[src/pkg/spd_pkg.sv]
// Package of the stepper pulse driver: register map, field layout,
// timing constants and the carrier structs of the bus and motor pins.
// Assumes a 100 MHz core clock and a 32-bit classic Wishbone master.
package spd_pkg;

  // ****************************************
  // Register indices (byte address = 4 * index)
  // ****************************************
  localparam int          ADR_W      = 18;
  localparam logic [15:0] IDX_TRIG   = 16'hFF10;
  localparam logic [15:0] IDX_W1HI   = 16'hFF11;
  localparam logic [15:0] IDX_W1LO   = 16'hFF12;
  localparam logic [15:0] IDX_W2HI   = 16'hFF13;
  localparam logic [15:0] IDX_W2LO   = 16'hFF14;
  localparam logic [15:0] IDX_BASE   = 16'hFF15;
  localparam logic [15:0] IDX_IRQEN  = 16'hFFE8;
  localparam logic [15:0] IDX_FLAGS  = 16'hFFF8;
  localparam logic [15:0] IDX_FLCLR  = 16'hFFF9;

  // ****************************************
  // Field positions and reset values
  // ****************************************
  localparam int          CH1_BIT    = 0;
  localparam int          CH2_BIT    = 1;
  localparam int          WIDTH_MSB  = 4;
  localparam logic [4:0]  WIDTH_RST  = 5'h00;
  localparam logic        BASE_RST   = 1'h0;
  localparam logic [1:0]  IRQEN_RST  = 2'h0;
  localparam logic [1:0]  FLAGS_RST  = 2'h0;

  // ****************************************
  // Pulse timing
  // ****************************************
  localparam int          CLK_PERIOD_NS = 10;
  localparam int          STEP_SHORT_NS = 244000;
  localparam int          STEP_LONG_NS  = 1953000;
  localparam logic [17:0] STEP_SHORT_CYC =
    18'(STEP_SHORT_NS / CLK_PERIOD_NS);
  localparam logic [17:0] STEP_LONG_CYC =
    18'(STEP_LONG_NS / CLK_PERIOD_NS);
  localparam logic [4:0]  BASE_STEPS = 5'h06;
  localparam logic [4:0]  SAT_CODE   = 5'h18;
  localparam logic [4:0]  SAT_VALUE  = 5'h08;

  // ****************************************
  // Carrier types
  // ****************************************
  typedef struct packed {
    logic             cyc;
    logic             stb;
    logic             we;
    logic [ADR_W-1:0] adr;
    logic [3:0]       sel;
    logic [31:0]      dat;
  } spd_wb_req_t;

  typedef struct packed {
    logic        ack;
    logic [31:0] dat;
  } spd_wb_rsp_t;

  typedef struct packed {
    logic ch2_out_b;
    logic ch2_out_a;
    logic ch1_out_b;
    logic ch1_out_a;
  } spd_drv_t;

endpackage : spd_pkg

[src/rtl/spd_top.sv]
// Two-channel stepping motor drive pulse generator with Wishbone slave.
// Assumes a synchronous Wishbone master on core_clk and motor coil
// terminals driven directly from the drive outputs (active high).
//
// Decided for this implementation: the Wishbone slave port.
`timescale 1ns/100ps

module spd_top #(
  parameter logic [17:0] STEP_SHORT = spd_pkg::STEP_SHORT_CYC,
  parameter logic [17:0] STEP_LONG  = spd_pkg::STEP_LONG_CYC
) (
  // Clock and reset
  input  wire logic                 core_clk,
  input  wire logic                 rst,
  // Wishbone slave
  input  wire spd_pkg::spd_wb_req_t wbReq,
  output spd_pkg::spd_wb_rsp_t      wbRsp,
  // Motor terminals and interrupt
  output spd_pkg::spd_drv_t         motorDrv,
  output logic                      irq
);
  import spd_pkg::*;

  // ****************************************
  // State
  // ****************************************
  typedef struct packed {
    logic            ack;
    logic [3:0]      rdat;
    logic [1:0]      busy;
    logic [1:0]      term;
    logic [1:0][4:0] width;
    logic            baseSel;
    logic [1:0]      irqEn;
    logic [1:0]      flags;
    logic [1:0][17:0] stepCnt;
    logic [1:0][4:0] tickCnt;
    logic [1:0][1:0] drv;
    logic            irq;
  } spd_state_t;

  spd_state_t  s_q;
  spd_state_t  s_d;
  logic        busReq;
  logic        wrEn;
  logic        clrWr;
  logic [15:0] idx;
  logic [3:0]  wdat;
  logic [1:0]  done;
  logic [17:0] stepLen;

  // ****************************************
  // Helpers
  // ****************************************
  function automatic logic [4:0] eff_steps(input logic [4:0] code);
    logic [4:0] c;
    c = (code >= SAT_CODE) ? SAT_VALUE : code;
    return 5'(BASE_STEPS + c);
  endfunction : eff_steps

  function automatic logic [3:0] read_mux(input logic [15:0] a,
                                          input spd_state_t st);
    logic [3:0] r;
    r = 4'h0;
    if (a == IDX_TRIG) begin
      r = {2'h0, st.busy};
    end else if (a == IDX_W1HI) begin
      r = {3'h0, st.width[0][WIDTH_MSB]};
    end else if (a == IDX_W1LO) begin
      r = st.width[0][3:0];
    end else if (a == IDX_W2HI) begin
      r = {3'h0, st.width[1][WIDTH_MSB]};
    end else if (a == IDX_W2LO) begin
      r = st.width[1][3:0];
    end else if (a == IDX_BASE) begin
      r = {3'h0, st.baseSel};
    end else if (a == IDX_IRQEN) begin
      r = {2'h0, st.irqEn};
    end else if (a == IDX_FLAGS) begin
      r = {2'h0, st.flags};
    end
    return r;
  endfunction : read_mux

  // ****************************************
  // Bus decode
  // ****************************************
  assign busReq  = wbReq.cyc & wbReq.stb;
  assign wrEn    = busReq & s_q.ack & wbReq.we & wbReq.sel[0];
  assign clrWr   = wrEn & ((idx == IDX_FLAGS) | (idx == IDX_FLCLR));
  assign idx     = wbReq.adr[ADR_W-1:2];
  assign wdat    = wbReq.dat[3:0];
  assign stepLen = s_q.baseSel ? STEP_SHORT : STEP_LONG;

  always_comb begin
    for (int c = 0; c < 2; c++) begin
      done[c] = s_q.busy[c] & (s_q.tickCnt[c] == 5'h01) &
                (s_q.stepCnt[c] == 18'h00001);
    end
  end

  // ****************************************
  // Next state
  // ****************************************
  always_comb begin
    s_d     = s_q;
    s_d.ack = busReq & ~s_q.ack;
    if (busReq & ~s_q.ack) begin
      s_d.rdat = read_mux(idx, s_q);
    end
    // Configuration writes
    if (wrEn) begin
      if (idx == IDX_W1HI) begin
        s_d.width[0][WIDTH_MSB] = wdat[0];
      end else if (idx == IDX_W1LO) begin
        s_d.width[0][3:0] = wdat;
      end else if (idx == IDX_W2HI) begin
        s_d.width[1][WIDTH_MSB] = wdat[0];
      end else if (idx == IDX_W2LO) begin
        s_d.width[1][3:0] = wdat;
      end else if (idx == IDX_BASE) begin
        s_d.baseSel = wdat[0];
      end else if (idx == IDX_IRQEN) begin
        s_d.irqEn = wdat[1:0];
      end
    end
    // Per-channel pulse engine
    for (int c = 0; c < 2; c++) begin
      if (s_q.busy[c]) begin
        if (s_q.stepCnt[c] == 18'h00001) begin
          s_d.stepCnt[c] = stepLen;
          s_d.tickCnt[c] = s_q.tickCnt[c] - 5'h01;
        end else begin
          s_d.stepCnt[c] = s_q.stepCnt[c] - 18'h00001;
        end
      end
      if (done[c]) begin
        s_d.busy[c] = 1'b0;
        s_d.term[c] = ~s_q.term[c];
      end
      // Trigger ignored while busy
      if (wrEn && idx == IDX_TRIG && wdat[c] && !s_q.busy[c]) begin
        s_d.busy[c]    = 1'b1;
        s_d.tickCnt[c] = eff_steps(s_q.width[c]);
        s_d.stepCnt[c] = stepLen;
      end
      s_d.drv[c] = {s_d.busy[c] & s_d.term[c],
                    s_d.busy[c] & ~s_d.term[c]};
    end
    // Flags: completion wins over a clear in the same cycle
    if (clrWr) begin
      s_d.flags = s_q.flags & ~wdat[1:0];
    end
    s_d.flags = s_d.flags | done;
    s_d.irq   = |(s_d.flags & s_d.irqEn);
  end

  // ****************************************
  // State register
  // ****************************************
  always_ff @(posedge core_clk or posedge rst) begin
    if (rst) begin
      s_q <= '0;
    end else begin
      s_q <= s_d;
    end
  end

  // ****************************************
  // Outputs
  // ****************************************
  assign wbRsp.ack          = s_q.ack;
  assign wbRsp.dat          = {28'h0000000, s_q.rdat};
  assign motorDrv.ch1_out_a = s_q.drv[0][0];
  assign motorDrv.ch1_out_b = s_q.drv[0][1];
  assign motorDrv.ch2_out_a = s_q.drv[1][0];
  assign motorDrv.ch2_out_b = s_q.drv[1][1];
  assign irq                = s_q.irq;

  // ****************************************
  // Assertions
  // ****************************************
  for (genvar g = 0; g < 2; g++) begin : g_chk

  end
endmodule : spd_top

[config.mk]
export PLATFORM = sky130hd
export DESIGN_NAME = spd_top
export DESIGN_NICKNAME = d
export VERILOG_FILES = /design/src/pkg/spd_pkg.sv /design/src/rtl/spd_top.sv
export SDC_FILE = /design/constraint.sdc
export NUM_CORES = 1
export LEC_CHECK = 0
export BUFFER_PORTS_ARGS = -buffer_cell sky130_fd_sc_hd__clkbuf_2
export CORE_UTILIZATION = 60
export DETAILED_ROUTE_END_ITERATION = 6
export PLACE_DENSITY = 0.86
export SLEW_MARGIN = 15
export SYNTH_ARGS = -nofsm -noshare
export SYNTH_HDL_FRONTEND = slang
export SYNTH_SLANG_ARGS = --single-unit
[constraint.sdc]
create_clock -name core_clk -period 5.5 [get_ports core_clk]
set_clock_uncertainty 0.2 [all_clocks]
set_input_delay 0.275 -clock core_clk [delete_from_list [all_inputs] [get_ports core_clk]]
set_output_delay 0.275 -clock core_clk [all_outputs]
set_load 0.05 [all_outputs]
Word level (Yosys, flattened, before mapping)
Index checks and enable logic that the tools add are counted.

word-level totals
  output and inout port bits = 38
  register bits = 75
  input port bits = 59

operators by class
  $lt $le $gt $ge = 2
  reductions and logical operators = 19
  equal/unequal tests = 13
  muxes and demuxes = 37
  add/sub/neg operators = 6
  bitwise logic cells = 28

operators by type and width
  operator                 number
  $eq A16 B16 Y1 const B   9
  $mux W18                 7
  $mux W5                  8
  $eq A18 B1 Y1 const B    2
  $sub A18 B1 Y18 const B  2
  $mux W2                  11
  $mux W4                  5
  $and A1 B1 Y1            14
  $add A3 B5 Y5 const A    2
  $eq A5 B1 Y1 const B     2
  $ge A5 B5 Y1 const B     2
  $sub A5 B1 Y5 const B    2
  $not A1 Y1               9
  $reduce_bool A2 Y1       4
  $mux W1                  6
  $reduce_and A2 Y1        3
  $reduce_and A6 Y1        1
  $logic_and A1 B1 Y1      5
  $reduce_and A5 Y1        1
  $and A2 B2 Y2            2
  $reduce_and A4 Y1        1
  $reduce_and A3 Y1        1
  $logic_not A1 Y1         2
  $not A2 Y2               1
  3 further kinds          3

Logic depth before layout (Yosys ltp)
Gate-level depths: netlist of run 1.

  depth in word-level cells = 10
  depth in mapped cells = 8

Least setup slack after synthesis of run 1
OpenSTA, ideal clock, no wires.

  kind = register to register
  start = register s_q[41] (netlist bit)
  end = register s_q[50] (netlist bit)
  slack = 2.921 ns
  library setup time = 0.139 ns
  arrival time = 2.241 ns
  stages on the path, launching flop included = 8
  cell sequence = dfrtp_1 -> buf_6 -> or4_4 -> or3_4 -> buf_6 -> o31ai_1 -> a21oi_1 -> or4_1

between the ends
  word-level cells in the longest chain between the ends = 4
  elaborated cells between the ends (all ways) = 5

RTL lines
  item                                              line                            text
  start: declaration                                spd_top.sv:42                   spd_state_t s_q;
  start signal: assignment                          spd_top.sv:163                  s_q <= '0;
  start signal: assignment                          spd_top.sv:165                  s_q <= s_d;
  $sub A18 B1 Y18 or $eq A18 B1 Y1 (tied branches)  spd_top.sv:134, spd_top.sv:130
  $mux W18 (*)                                      spd_top.sv:130                  if (s_q.stepCnt[c] == 18'h00001) begin
  $mux W18 (*)                                      spd_top.sv:129                  if (s_q.busy[c]) begin
  $mux W18 (*)                                      spd_top.sv:142                  if (wrEn && idx == IDX_TRIG && wdat[c] && !s_q.busy[c]) begin

Every way passes the cells marked *; elsewhere a longest branch is shown, timed or not. The select of a mux whose other input is x is not followed.
A chain may end at the register's enable or synchronous reset.

Worst setup path after layout of run 1
Same ends and word-level chain as after synthesis.

==> results of run 1 <==
==> critical path: cells and delay by family (launching register included) <==
kind | cells | cell delay (ns)
simple gates | 3 | 1.54
compound gates | 2 | 0.69
flops | 1 | 0.46
==> cells in the final DEF (no fill, tap or decap), drive strengths merged, types with 8 or more instances in the layout <==
master / count
nand3: 17
nor4: 14
and3: 9
mux2i: 11
inv: 21
nor2: 27
ha: 10
o21ai: 22
clkbuf: 46
dfrtp: 75
nand2: 24
conb: 28
nor3: 19
mux2: 16
a21oi: 27
or3: 9
o211ai: 8
nand4: 15
==> path summary, 6_finish.rpt <==
kind	from	endpoint	slack, ns	cells after the start
worst max-delay path	s_q[41]	s_q[50]	2.48	5
worst min-delay path	rst	s_q[17]	-0.01	3
worst max register to register	s_q[41]	s_q[50]	2.48	5
worst min register to register	s_q[66]	motorDrv[0]	0.28	1
max in group asynchronous	rst	s_q[49]	4.50	3
min in group core_clk	wbReq[0]	s_q[55]	0.10	2
==> cell families after synthesis <==
family / synth area share, %
other cells: 0.0806
simple gates: 21.0
mux: 6.24
buf+inv: 9.49
fa+ha+maj: 2.69
xor+xnor: 2.26
flops: 40.3
compound gates: 17.9
==> per-stage QoR <==
step	power, mW	util [%]	std cells	setup WS (ns)	hold WS (ns)
final	1.06	66.7	617	2.48	-0.0126
after floorplan	0.649	-	517	2.92	0.205
after detailed placement	0.650	63.8	599	2.49	0.264
after global routing	1.10	66.7	617	2.23	0.0953
after global placement	0.649	63.8	599	2.56	0.255
after CTS	1.07	66.7	617	2.48	0.0217
==> state kept, by name (all words and copies together), names as in the netlist <==
name	count
irq	1
s_q	65
motorDrv	4
wbRsp	5
==> layout make-up <==
cell class / count / share of cell area, %
Timing Repair Buffer: 39 / 4.27
Clock inverter: 5 / 1.07
Inverter: 21 / 1.60
Sequential cell: 75 / 38.2
Multi-Input combinational cell: 367 / 49.5
Clock buffer: 11 / 2.87
Tap cell: 99 / 2.52
==> metal layers <==
layer | GRT usage, % | up-vias | wire, um
met5 | 0 | - | 0
met3 | 5.67 | 13 | 647
met2 | 43.9 | 161 | 5130
met4 | 8.20 | 0 | 116
li1 | - | 1809 | -
met1 | 34.9 | 1872 | 4380
==> power groups by stage <==
stage	sequential, mW	combinational, mW	clock [mW]
6_report	0.554	0.0872	0.423
3_5_place_dp	0.564	0.0861	0
3_3_place_gp	0.564	0.0846	0
2_1_floorplan	0.564	0.0852	0
5_1_grt	0.554	0.0933	0.450
4_1_cts	0.553	0.0871	0.429
==> metrics.md, run 1 <==
| Metric | Value |
|---|---|
| GP Congestion | 0.890 |
| Gr usage total | 26.5% |
| Seq/Total Area, Yosys | roughly two fifths |
| RSZ-0062 raised after global routing | false |
| Post-synthesis cell type count | 66 |
| Die H | 90.1 um |
| Hold WS | -0.0126 ns |
| Cell area after synthesis | 4650 um2 |
| Design Area, Final | ~4900 um2 |
| Total Wirelength | between 10 and 15 mm |
| CTS H-tree lvls | 3 |
| Final period util | 55.0% |
| PostCTS Resize Cnt | 0 |
| Clk buf depth | 2 |
| Layout cells sized above 1 | 16.4% |
| Initial DRT Pass Iterations | 5 |
| Final hold vios | 17 |
| Worst Path Required | around 5.5 ns |
| Clk_lat worst skew | about 0.35 ns |
| PwrDens | 216 nW/um2 |
| CTS tree | yes |
| Final setup fails | 0 |
| Largest net degree at the start of global routing | 76 |
| Post-synth EDFFs | 0 |
| CP Cell Sequence | or4_4 > or3_4 > o21ai_2 > a21oi_1 > or4_1 |
| WL per Instance | about 17 um |
| Num CTS Buffers | 9 |
| Initial Util | between 60 and 70% |
| Worst setup EP type | flip-flop |
| Max FO, Critical Path | 18 |
| Seq pwr share | 52.0% |
| I/O pin count | 97 |
| Nets | just under 600 |
| Fin Setup TNS | 0 ns |
| Buffers on Ports | 35 |
| Internal | 0.786 mW |
| Via density | 6.25 |
| Core area | 7370 um2 |
| Slew margin rel. | 21.1% |
| FF+latch count, synth | between 70 and 80 |
| Clock power share | between 30% and 40% |
| Initial antenna violation count | 0 |
| Clock transition at path regs | approximately 0.080 ns |
| Maximum vdd ir drop | 174 uV |
| Post-CTS Setup Bufs | 0 |
| Outcome | finished, violations left |
| Post-synthesis async set-or-reset flop share | 100% |
| Clk sinks | between 70 and 80 |
| Fin crit period | 3.02 ns |
| Post-DP Area | about 4700 um2 |
| Psw | between 0.2 and 0.3 mW |
| Site Rows | 31 |
| Logic pwr share | 8.2% |
| Most used standard cell by instance count after synthesis | dfrtp_1 |
| Chip Width | between 90 and 100 um |
| P&R area growth vs syn | 5.73% |
| Die area | between 8000 and 9000 um2 |
| Top post-synthesis cells by area | dfrtp_1, buf_4, mux2_2, a21oi_1, ha_1 |
| Combined area of the multi-input logic cells | between 2000 and 2500 um2 |
| Max Clk Rate | 331 MHz |
| Ant diodes | 0 |
| Slew @ Worst Pin | ~1.2 ns |
| Sw frac | 26.1% |
| Violated checks | negative hold slack |
| Synth Instances | 490 |
| Routed vias | approximately 3900 |
| Top_reg_cell synth | dfrtp_1 |
| CP arrival | 3.04 ns |
| DRC Markers | 0 |
| Reg area | 1880 um2 |
| Post-DP HPWL | around 7.3 mm |
| Synth warnings | 0 |
| Slew Limit Fails | 0 |
| Drt first-iter violations | about 300 |
| Critical path's slowest cell | or4_4 |
| Number of fill cells | 571 |
| Final ANT Viol Nets | 0 |
| Number of global-route vias before repair | around 3700 |
| Most common library cells after synthesis | dfrtp_1, buf_4, a21oi_1, nor2_1, nand2_1 |
| CP Class | reg -> reg |
| Worst hold-check path type | in -> async |
| CTS Hold Buffers Added | 2 |
| Largest area contributor in the netlist | dfrtp_1 |
| Gr ovfl total | 0 |
| LEAKAGE | ~2.1 nW |
| Startpoint Class | flip-flop |
| Root Driver | clkbuf_8 |
| Global-route wire length before repair | about 17 mm |
| Peak per-stage delay on the critical path | ~0.6 ns |
| Synth top area share | between 40% and 50% |
| Synth Area per Inst | approximately 9.5 um2 |
| Max Cap Viol | 0 |
Note: power is estimated with default switching activity, not from simulation.
==> inputs of run 2 (changes only) <==
Settings changed: CORE_UTILIZATION 60 to 55, PLACE_DENSITY 0.86 to 0.8.
Clock period 5.5 ns to 3.05 ns, I/O delays scaled along.
==> run 2 against run 1 <==
The run now ends clean; largest cell class unchanged; routed wire length increased by 1.9%; first-iteration DRC count is 16% lower; non-clock buffer count grew 18; total power rose by 80%; final cell count is 3.9% higher; sequential share of layout area fell by 1.2 points; hold slack improved by 0.043 ns; critical path depth stayed put; clock power is 79% higher; critical endpoint is now s_q[30].
==> metrics.md, run 2 (synthesized netlist as in run 1, its figures left out) <==
| Metric | Value |
|---|---|
| Outcome | complete, no violations (was finished, violations left) |
| CTS tree | yes (unchanged) |
| Global-route wire length before repair | 17.8 mm (was 17.4 mm) |
| Initial Util | 56.6% (was 63.1%) |
| Max reg flops | 65 (unchanged) |
| Psw | 0.514 mW (was 0.278 mW) |
| P&R area growth vs syn | 9.17% (was 5.73%) |
| Max Clk Rate | 370 MHz (was 331 MHz) |
| R2R cell count | 5 (unchanged) |
| LEAKAGE | 2.21 nW (was 2.12 nW) |
| CTS Hold Buffers Added | 4 (was 2) |
| Slew margin rel. | 24.4% (was 21.1%) |
| CP arrival | 2.78 ns (was 3.04 ns) |
| Seq pwr share | 52.1% (was 52.0%) |
| GP Congestion | 0.943 (was 0.890) |
| Chip Width | 94.0 um (was 90.1 um) |
| DRC Markers | 0 (unchanged) |
| Worst Path Required | 3.13 ns (was 5.52 ns) |
| Sw frac | 26.8% (was 26.1%) |
| Total Wirelength | 10.5 mm (was 10.3 mm) |
| Core area | 8220 um2 (was 7370 um2) |
| Final setup fails | 0 (unchanged) |
| CP Cell Sequence | or4_1 > or4b_1 > or3_1 > a21oi_1 > o211a_1 (was or4_4 > or3_4 > o21ai_2 > a21oi_1 > or4_1) |
| Final ANT Viol Nets | 0 (unchanged) |
| Site Rows | 33 (was 31) |
| Top reg by flops | s_q (unchanged) |
| Gr usage total | 25.7% (was 26.5%) |
| Die area | 8830 um2 (was 8110 um2) |
| Layout cells sized above 1 | 18.8% (was 16.4%) |
| CP Class | reg -> reg (unchanged) |
| Slew @ Worst Pin | 1.13 ns (was 1.18 ns) |
| I/O pin count | 97 (unchanged) |
| Post-DP HPWL | 7.52 mm (was 7.27 mm) |
| Critical R2R Capture | s_q[30] (was s_q[50]) |
| Nets | 600 (was 582) |
| Hold WS | 0.0309 ns (was -0.0126 ns) |
| Commonest cells after routing, fill and taps aside | dfrtp_1, clkbuf_2, conb_1 (unchanged) |
| Number of fill cells | 677 (was 571) |
| Clk sinks | 75 (unchanged) |
| Reg2reg start | s_q[20] (was s_q[41]) |
| Most common cell after layout, fill and taps aside | dfrtp_1 (unchanged) |
| PostCTS Resize Cnt | 0 (unchanged) |
| PwrDens | 377 nW/um2 (was 216 nW/um2) |
| Post-DP Area | 4840 um2 (was 4700 um2) |
| Slew Limit Fails | 0 (unchanged) |
| Combined area of the multi-input logic cells | 2430 um2 (unchanged) |
| Clock power share | 39.5% (was 39.8%) |
| Fin crit period | 2.70 ns (was 3.02 ns) |
| CTS H-tree lvls | 3 (unchanged) |
| Worst hold-check path type | in -> reg (was in -> async) |
| Peak per-stage delay on the critical path | 0.70 ns (was 0.59 ns) |
| Critical path's slowest cell | or4_1 (was or4_4) |
| Clk_lat worst skew | 0.35 ns (about the same) |
| Gr ovfl total | 0 (unchanged) |
| Hold path cells | 2 |
| Total power | 1.92 mW (was 1.06 mW) |
| Number of global-route vias before repair | 3746 (was 3653) |
| Drt first-iter violations | 250 (was 297) |
| Largest net degree at the start of global routing | 58 (was 76) |
| Hold EP | s_q[62] |
| Initial DRT Pass Iterations | 4 (was 5) |
| Worst setup EP type | flip-flop (unchanged) |
| Fin Setup TNS | 0 ns (unchanged) |
| CP bufs+invs | 0 (unchanged) |
| Dpl cells | 621 (was 599) |
| Clock transition at path regs | 0.08 ns (about the same) |
| Final hold vios | 0 (was 17) |
| Flop-to-flop setup slack | 0.35 ns (was 2.48 ns) |
| Routed vias | 3930 (was 3855) |
| Hold path startpoint | wbReq[1] |
| Buffers on Ports | 35 (unchanged) |
| Startpoint Class | flip-flop (unchanged) |
| Post-route insts no fill | 641 (was 617) |
| Via density | 6.13 (was 6.25) |
| Final period util | 88.6% (was 55.0%) |
| Delay-heaviest family, CP | simple AND/OR/NAND/NOR gates (unchanged) |
| Num CTS Buffers | 9 (unchanged) |
| Die H | 94.0 um (was 90.1 um) |
| Logic pwr share | 8.5% (was 8.2%) |
| Max FO, Critical Path | 9 (was 18) |
| Max Cap Viol | 0 (unchanged) |
| Internal | 1.40 mW (was 0.786 mW) |
| WL per Instance | 16.3 um (was 16.6 um) |
| Ant diodes | 0 (unchanged) |
| Post-CTS Setup Bufs | 0 (unchanged) |
| Initial antenna violation count | 0 (unchanged) |
| RSZ-0062 raised after global routing | false (unchanged) |
| Root Driver | clkbuf_8 (unchanged) |
| Maximum vdd ir drop | 224 uV (was 174 uV) |
| Reg area | 1880 um2 (unchanged) |
| Clk buf depth | 2 (unchanged) |
| Design Area, Final | 5080 um2 (was 4920 um2) |
[run 2: metrics by stage]
step,setup WS (ns),utilization [%]
global route,0.201,61.8
global placement,0.427,59.0
CTS,0.363,61.8
finish,0.349,61.8
detailed placement,0.392,59.0
floorplan,0.471,-
[run 2: worst max path at each step]
stage	cells after the start	slack, ns	from	end
2_1_floorplan	7	0.47	s_q[41]	s_q[50]
3_3_place_gp	5	0.43	s_q[20]	s_q[20]
3_5_place_dp	5	0.39	s_q[20]	s_q[30]
4_1_cts	5	0.36	s_q[20]	s_q[30]
5_1_grt	5	0.20	s_q[20]	s_q[20]
6_report	5	0.35	s_q[20]	s_q[30]
[run 2: metal layers]
metal	wire length, um	global-route usage (%)
met5	0	0
met4	150	7.56
met3	444	5.50
met2	5220	43.2
met1	4650	33.2
[run 2: power groups by stage]
stage	combinational [mW]	clock, mW	sequential (mW)
2_1_floorplan	0.154	0	1.02
3_3_place_gp	0.156	0	1.02
3_5_place_dp	0.158	0	1.02
4_1_cts	0.162	0.771	0.998
5_1_grt	0.174	0.815	0.998
6_report	0.162	0.757	0.998
[run 2: area by class of cell]
class / count / area share, %
multi-input combinational: 367 / 47.9
sequential: 75 / 37.0
timing repair buffer: 57 / 7.14
tap: 105 / 2.59
clock buffer: 10 / 2.51
inverter: 21 / 1.55
clock inverter: 6 / 1.31
[run 2: worst reg2reg max path, cell delays in order, from the launching register on]
cell,delay (ns)
dfrtp_1,0.40
or4_1,0.70
or4b_1,0.69
or3_1,0.35
a21oi_1,0.15
o211a_1,0.16
==> inputs of run 3 (changes only) <==
Settings changed: CORE_UTILIZATION 55 to 57, CTS_BUF_LIST set to sky130_fd_sc_hd__clkbuf_2 sky130_fd_sc_hd__clkbuf_4 sky130_fd_sc_hd__clkbuf_8, PLACE_DENSITY 0.8 to 0.83.
==> run 3 against run 2 <==
Critical path depth unchanged; clock-buffer cell count unchanged; setup slack worse by 0.025 ns.
==> metrics.md, run 3 (synthesized netlist as in run 1, its figures left out) <==
| Metric | Value |
|---|---|
| Max Cap Viol | 0 (unchanged) |
| Layout cells sized above 1 | 19.0% (was 18.8%) |
| Max FO, Critical Path | 18 (was 9) |
| Gr ovfl total | 0 (unchanged) |
| Number of fill cells | 620 (was 677) |
| CP arrival | 2.77 ns (was 2.78 ns) |
| Drt first-iter violations | 304 (was 250) |
| Combined area of the multi-input logic cells | 2430 um2 (unchanged) |
| Die H | 92.3 um (was 94.0 um) |
| PostCTS Resize Cnt | 0 (unchanged) |
| PwrDens | 411 nW/um2 (was 377 nW/um2) |
| GP Congestion | 0.885 (was 0.943) |
| Most common cell after layout, fill and taps aside | dfrtp_1 (unchanged) |
| Max Clk Rate | 367 MHz (was 370 MHz) |
| Final hold vios | 0 (unchanged) |
| Outcome | complete, no violations (unchanged) |
| Layout Utilization | 65.7% (was 61.8%) |
| P&R area growth vs syn | 10.2% (was 9.17%) |
| Final setup fails | 0 (unchanged) |
| Post-route insts no fill | 639 (was 641) |
| Post-DP HPWL | 7.94 mm (was 7.52 mm) |
| Dpl cells | 617 (was 621) |
| Reg area | 1880 um2 (unchanged) |
| Routed vias | 4027 (was 3930) |
| Largest net degree at the start of global routing | 31 (was 58) |
| Worst Path Required | 3.09 ns (was 3.13 ns) |
| Core area | 7810 um2 (was 8220 um2) |
| CTS tree | yes (unchanged) |
| Slew margin rel. | 52.0% (was 24.4%) |
| CTS Hold Buffers Added | 5 (was 4) |
| Final period util | 89.4% (was 88.6%) |
| Fin crit period | 2.73 ns (was 2.70 ns) |
| Final ANT Viol Nets | 0 (unchanged) |
| Clock transition at path regs | 0.08 ns (about the same) |
| Maximum vdd ir drop | 320 uV (was 224 uV) |
| DRC Markers | 0 (unchanged) |
| CP Class | reg -> reg (unchanged) |
| LEAKAGE | 2.24 nW (was 2.21 nW) |
| Clk buf depth | 2 (unchanged) |
| Global-route wire length before repair | 18.6 mm (was 17.8 mm) |
| Chip Width | 92.3 um (was 94.0 um) |
| Num CTS Buffers | 9 (unchanged) |
| Total Wirelength | 11.0 mm (was 10.5 mm) |
| Number of global-route vias before repair | 3923 (was 3746) |
| Ant diodes | 0 (unchanged) |
| Max reg flops | 65 (unchanged) |
| Buffers on Ports | 35 (unchanged) |
| Nets | 601 (was 600) |
| Die area | 8530 um2 (was 8830 um2) |
| Slew Limit Fails | 0 (unchanged) |
| Via density | 6.30 (was 6.13) |
| Worst hold-check path type | in -> reg (unchanged) |
| Commonest cells after routing, fill and taps aside | dfrtp_1, clkbuf_2, conb_1 (unchanged) |
| Startpoint Class | flip-flop (unchanged) |
| I/O pin count | 97 (unchanged) |
| Initial antenna violation count | 0 (unchanged) |
| Clk_lat worst skew | 0.35 ns (about the same) |
| Post-CTS Setup Bufs | 0 (unchanged) |
| Root Driver | clkbuf_8 (unchanged) |
| Worst setup EP type | flip-flop (unchanged) |
| Top reg by flops | s_q (unchanged) |
| RSZ-0062 raised after global routing | false (unchanged) |
| Gr usage total | 27.6% (was 25.7%) |
| Clk sinks | 75 (unchanged) |
| Initial Util | 59.6% (was 56.6%) |
| Fin Setup TNS | 0 ns (unchanged) |
| Slew @ Worst Pin | 0.714 ns (was 1.13 ns) |
| Site Rows | 32 (was 33) |
| CTS H-tree lvls | 3 (unchanged) |
| Initial DRT Pass Iterations | 4 (unchanged) |
| WL per Instance | 17.1 um (was 16.3 um) |
-- run 3: worst max-delay path: stages, from the launching register on --
cell and delay, ns:
dfrtp_1 0.40, or4_1 0.69, nor4_2 0.38, a21bo_1 0.51, nand3_1 0.24, o211a_1 0.19
-- run 3: power breakdown --
group / switching (mW) / total [mW] / leakage (nW) / internal (mW)
Combinational: 0.134 / 0.163 / 1.21 / 0.0289
Sequential: 0.00179 / 0.998 / 0.904 / 0.996
Clock: 0.378 / 0.945 / 0.126 / 0.567
-- run 3: area by class of cell --
cell class / count / area share, %
multi-input combinational: 367 / 47.5
inverter: 21 / 1.54
timing repair buffer: 58 / 7.03
clock inverter: 6 / 2.20
sequential: 75 / 36.6
tap: 102 / 2.49
clock buffer: 10 / 2.68
-- run 3: path summary, 6_finish.rpt --
check / start / endpoint / slack (ns) / cells past startpoint
min in group asynchronous: rst / s_q[67] / 0.21 / 3
max in group asynchronous: rst / s_q[6] / 1.63 / 4
min reg2reg: s_q[67] / motorDrv[2] / 0.28 / 1
min: wbReq[42] / s_q[51] / 0.03 / 4
max: s_q[20] / s_q[20] / 0.32 / 5
max reg2reg: s_q[20] / s_q[20] / 0.32 / 5
-- run 3: stage by stage --
stage	area, um2	total power [mW]	setup WS [ns]	hold slack (ns)
final	5130	2.11	0.324	0.0280
after global routing	5130	2.17	0.162	0.0693
after CTS	5120	2.12	0.350	0.0194
after detailed placement	4820	1.18	0.347	0.0575
after global placement	4820	1.17	0.407	0.0482
after floorplan	4750	1.17	0.471	0.0827
-- run 3: metal layers --
layer  routed length [um]  global-route usage, %
met5                    0                      0
met3                  632                   5.58
met4                  175                   11.5
met2                 5680                   45.7
met1                 4470                   35.3
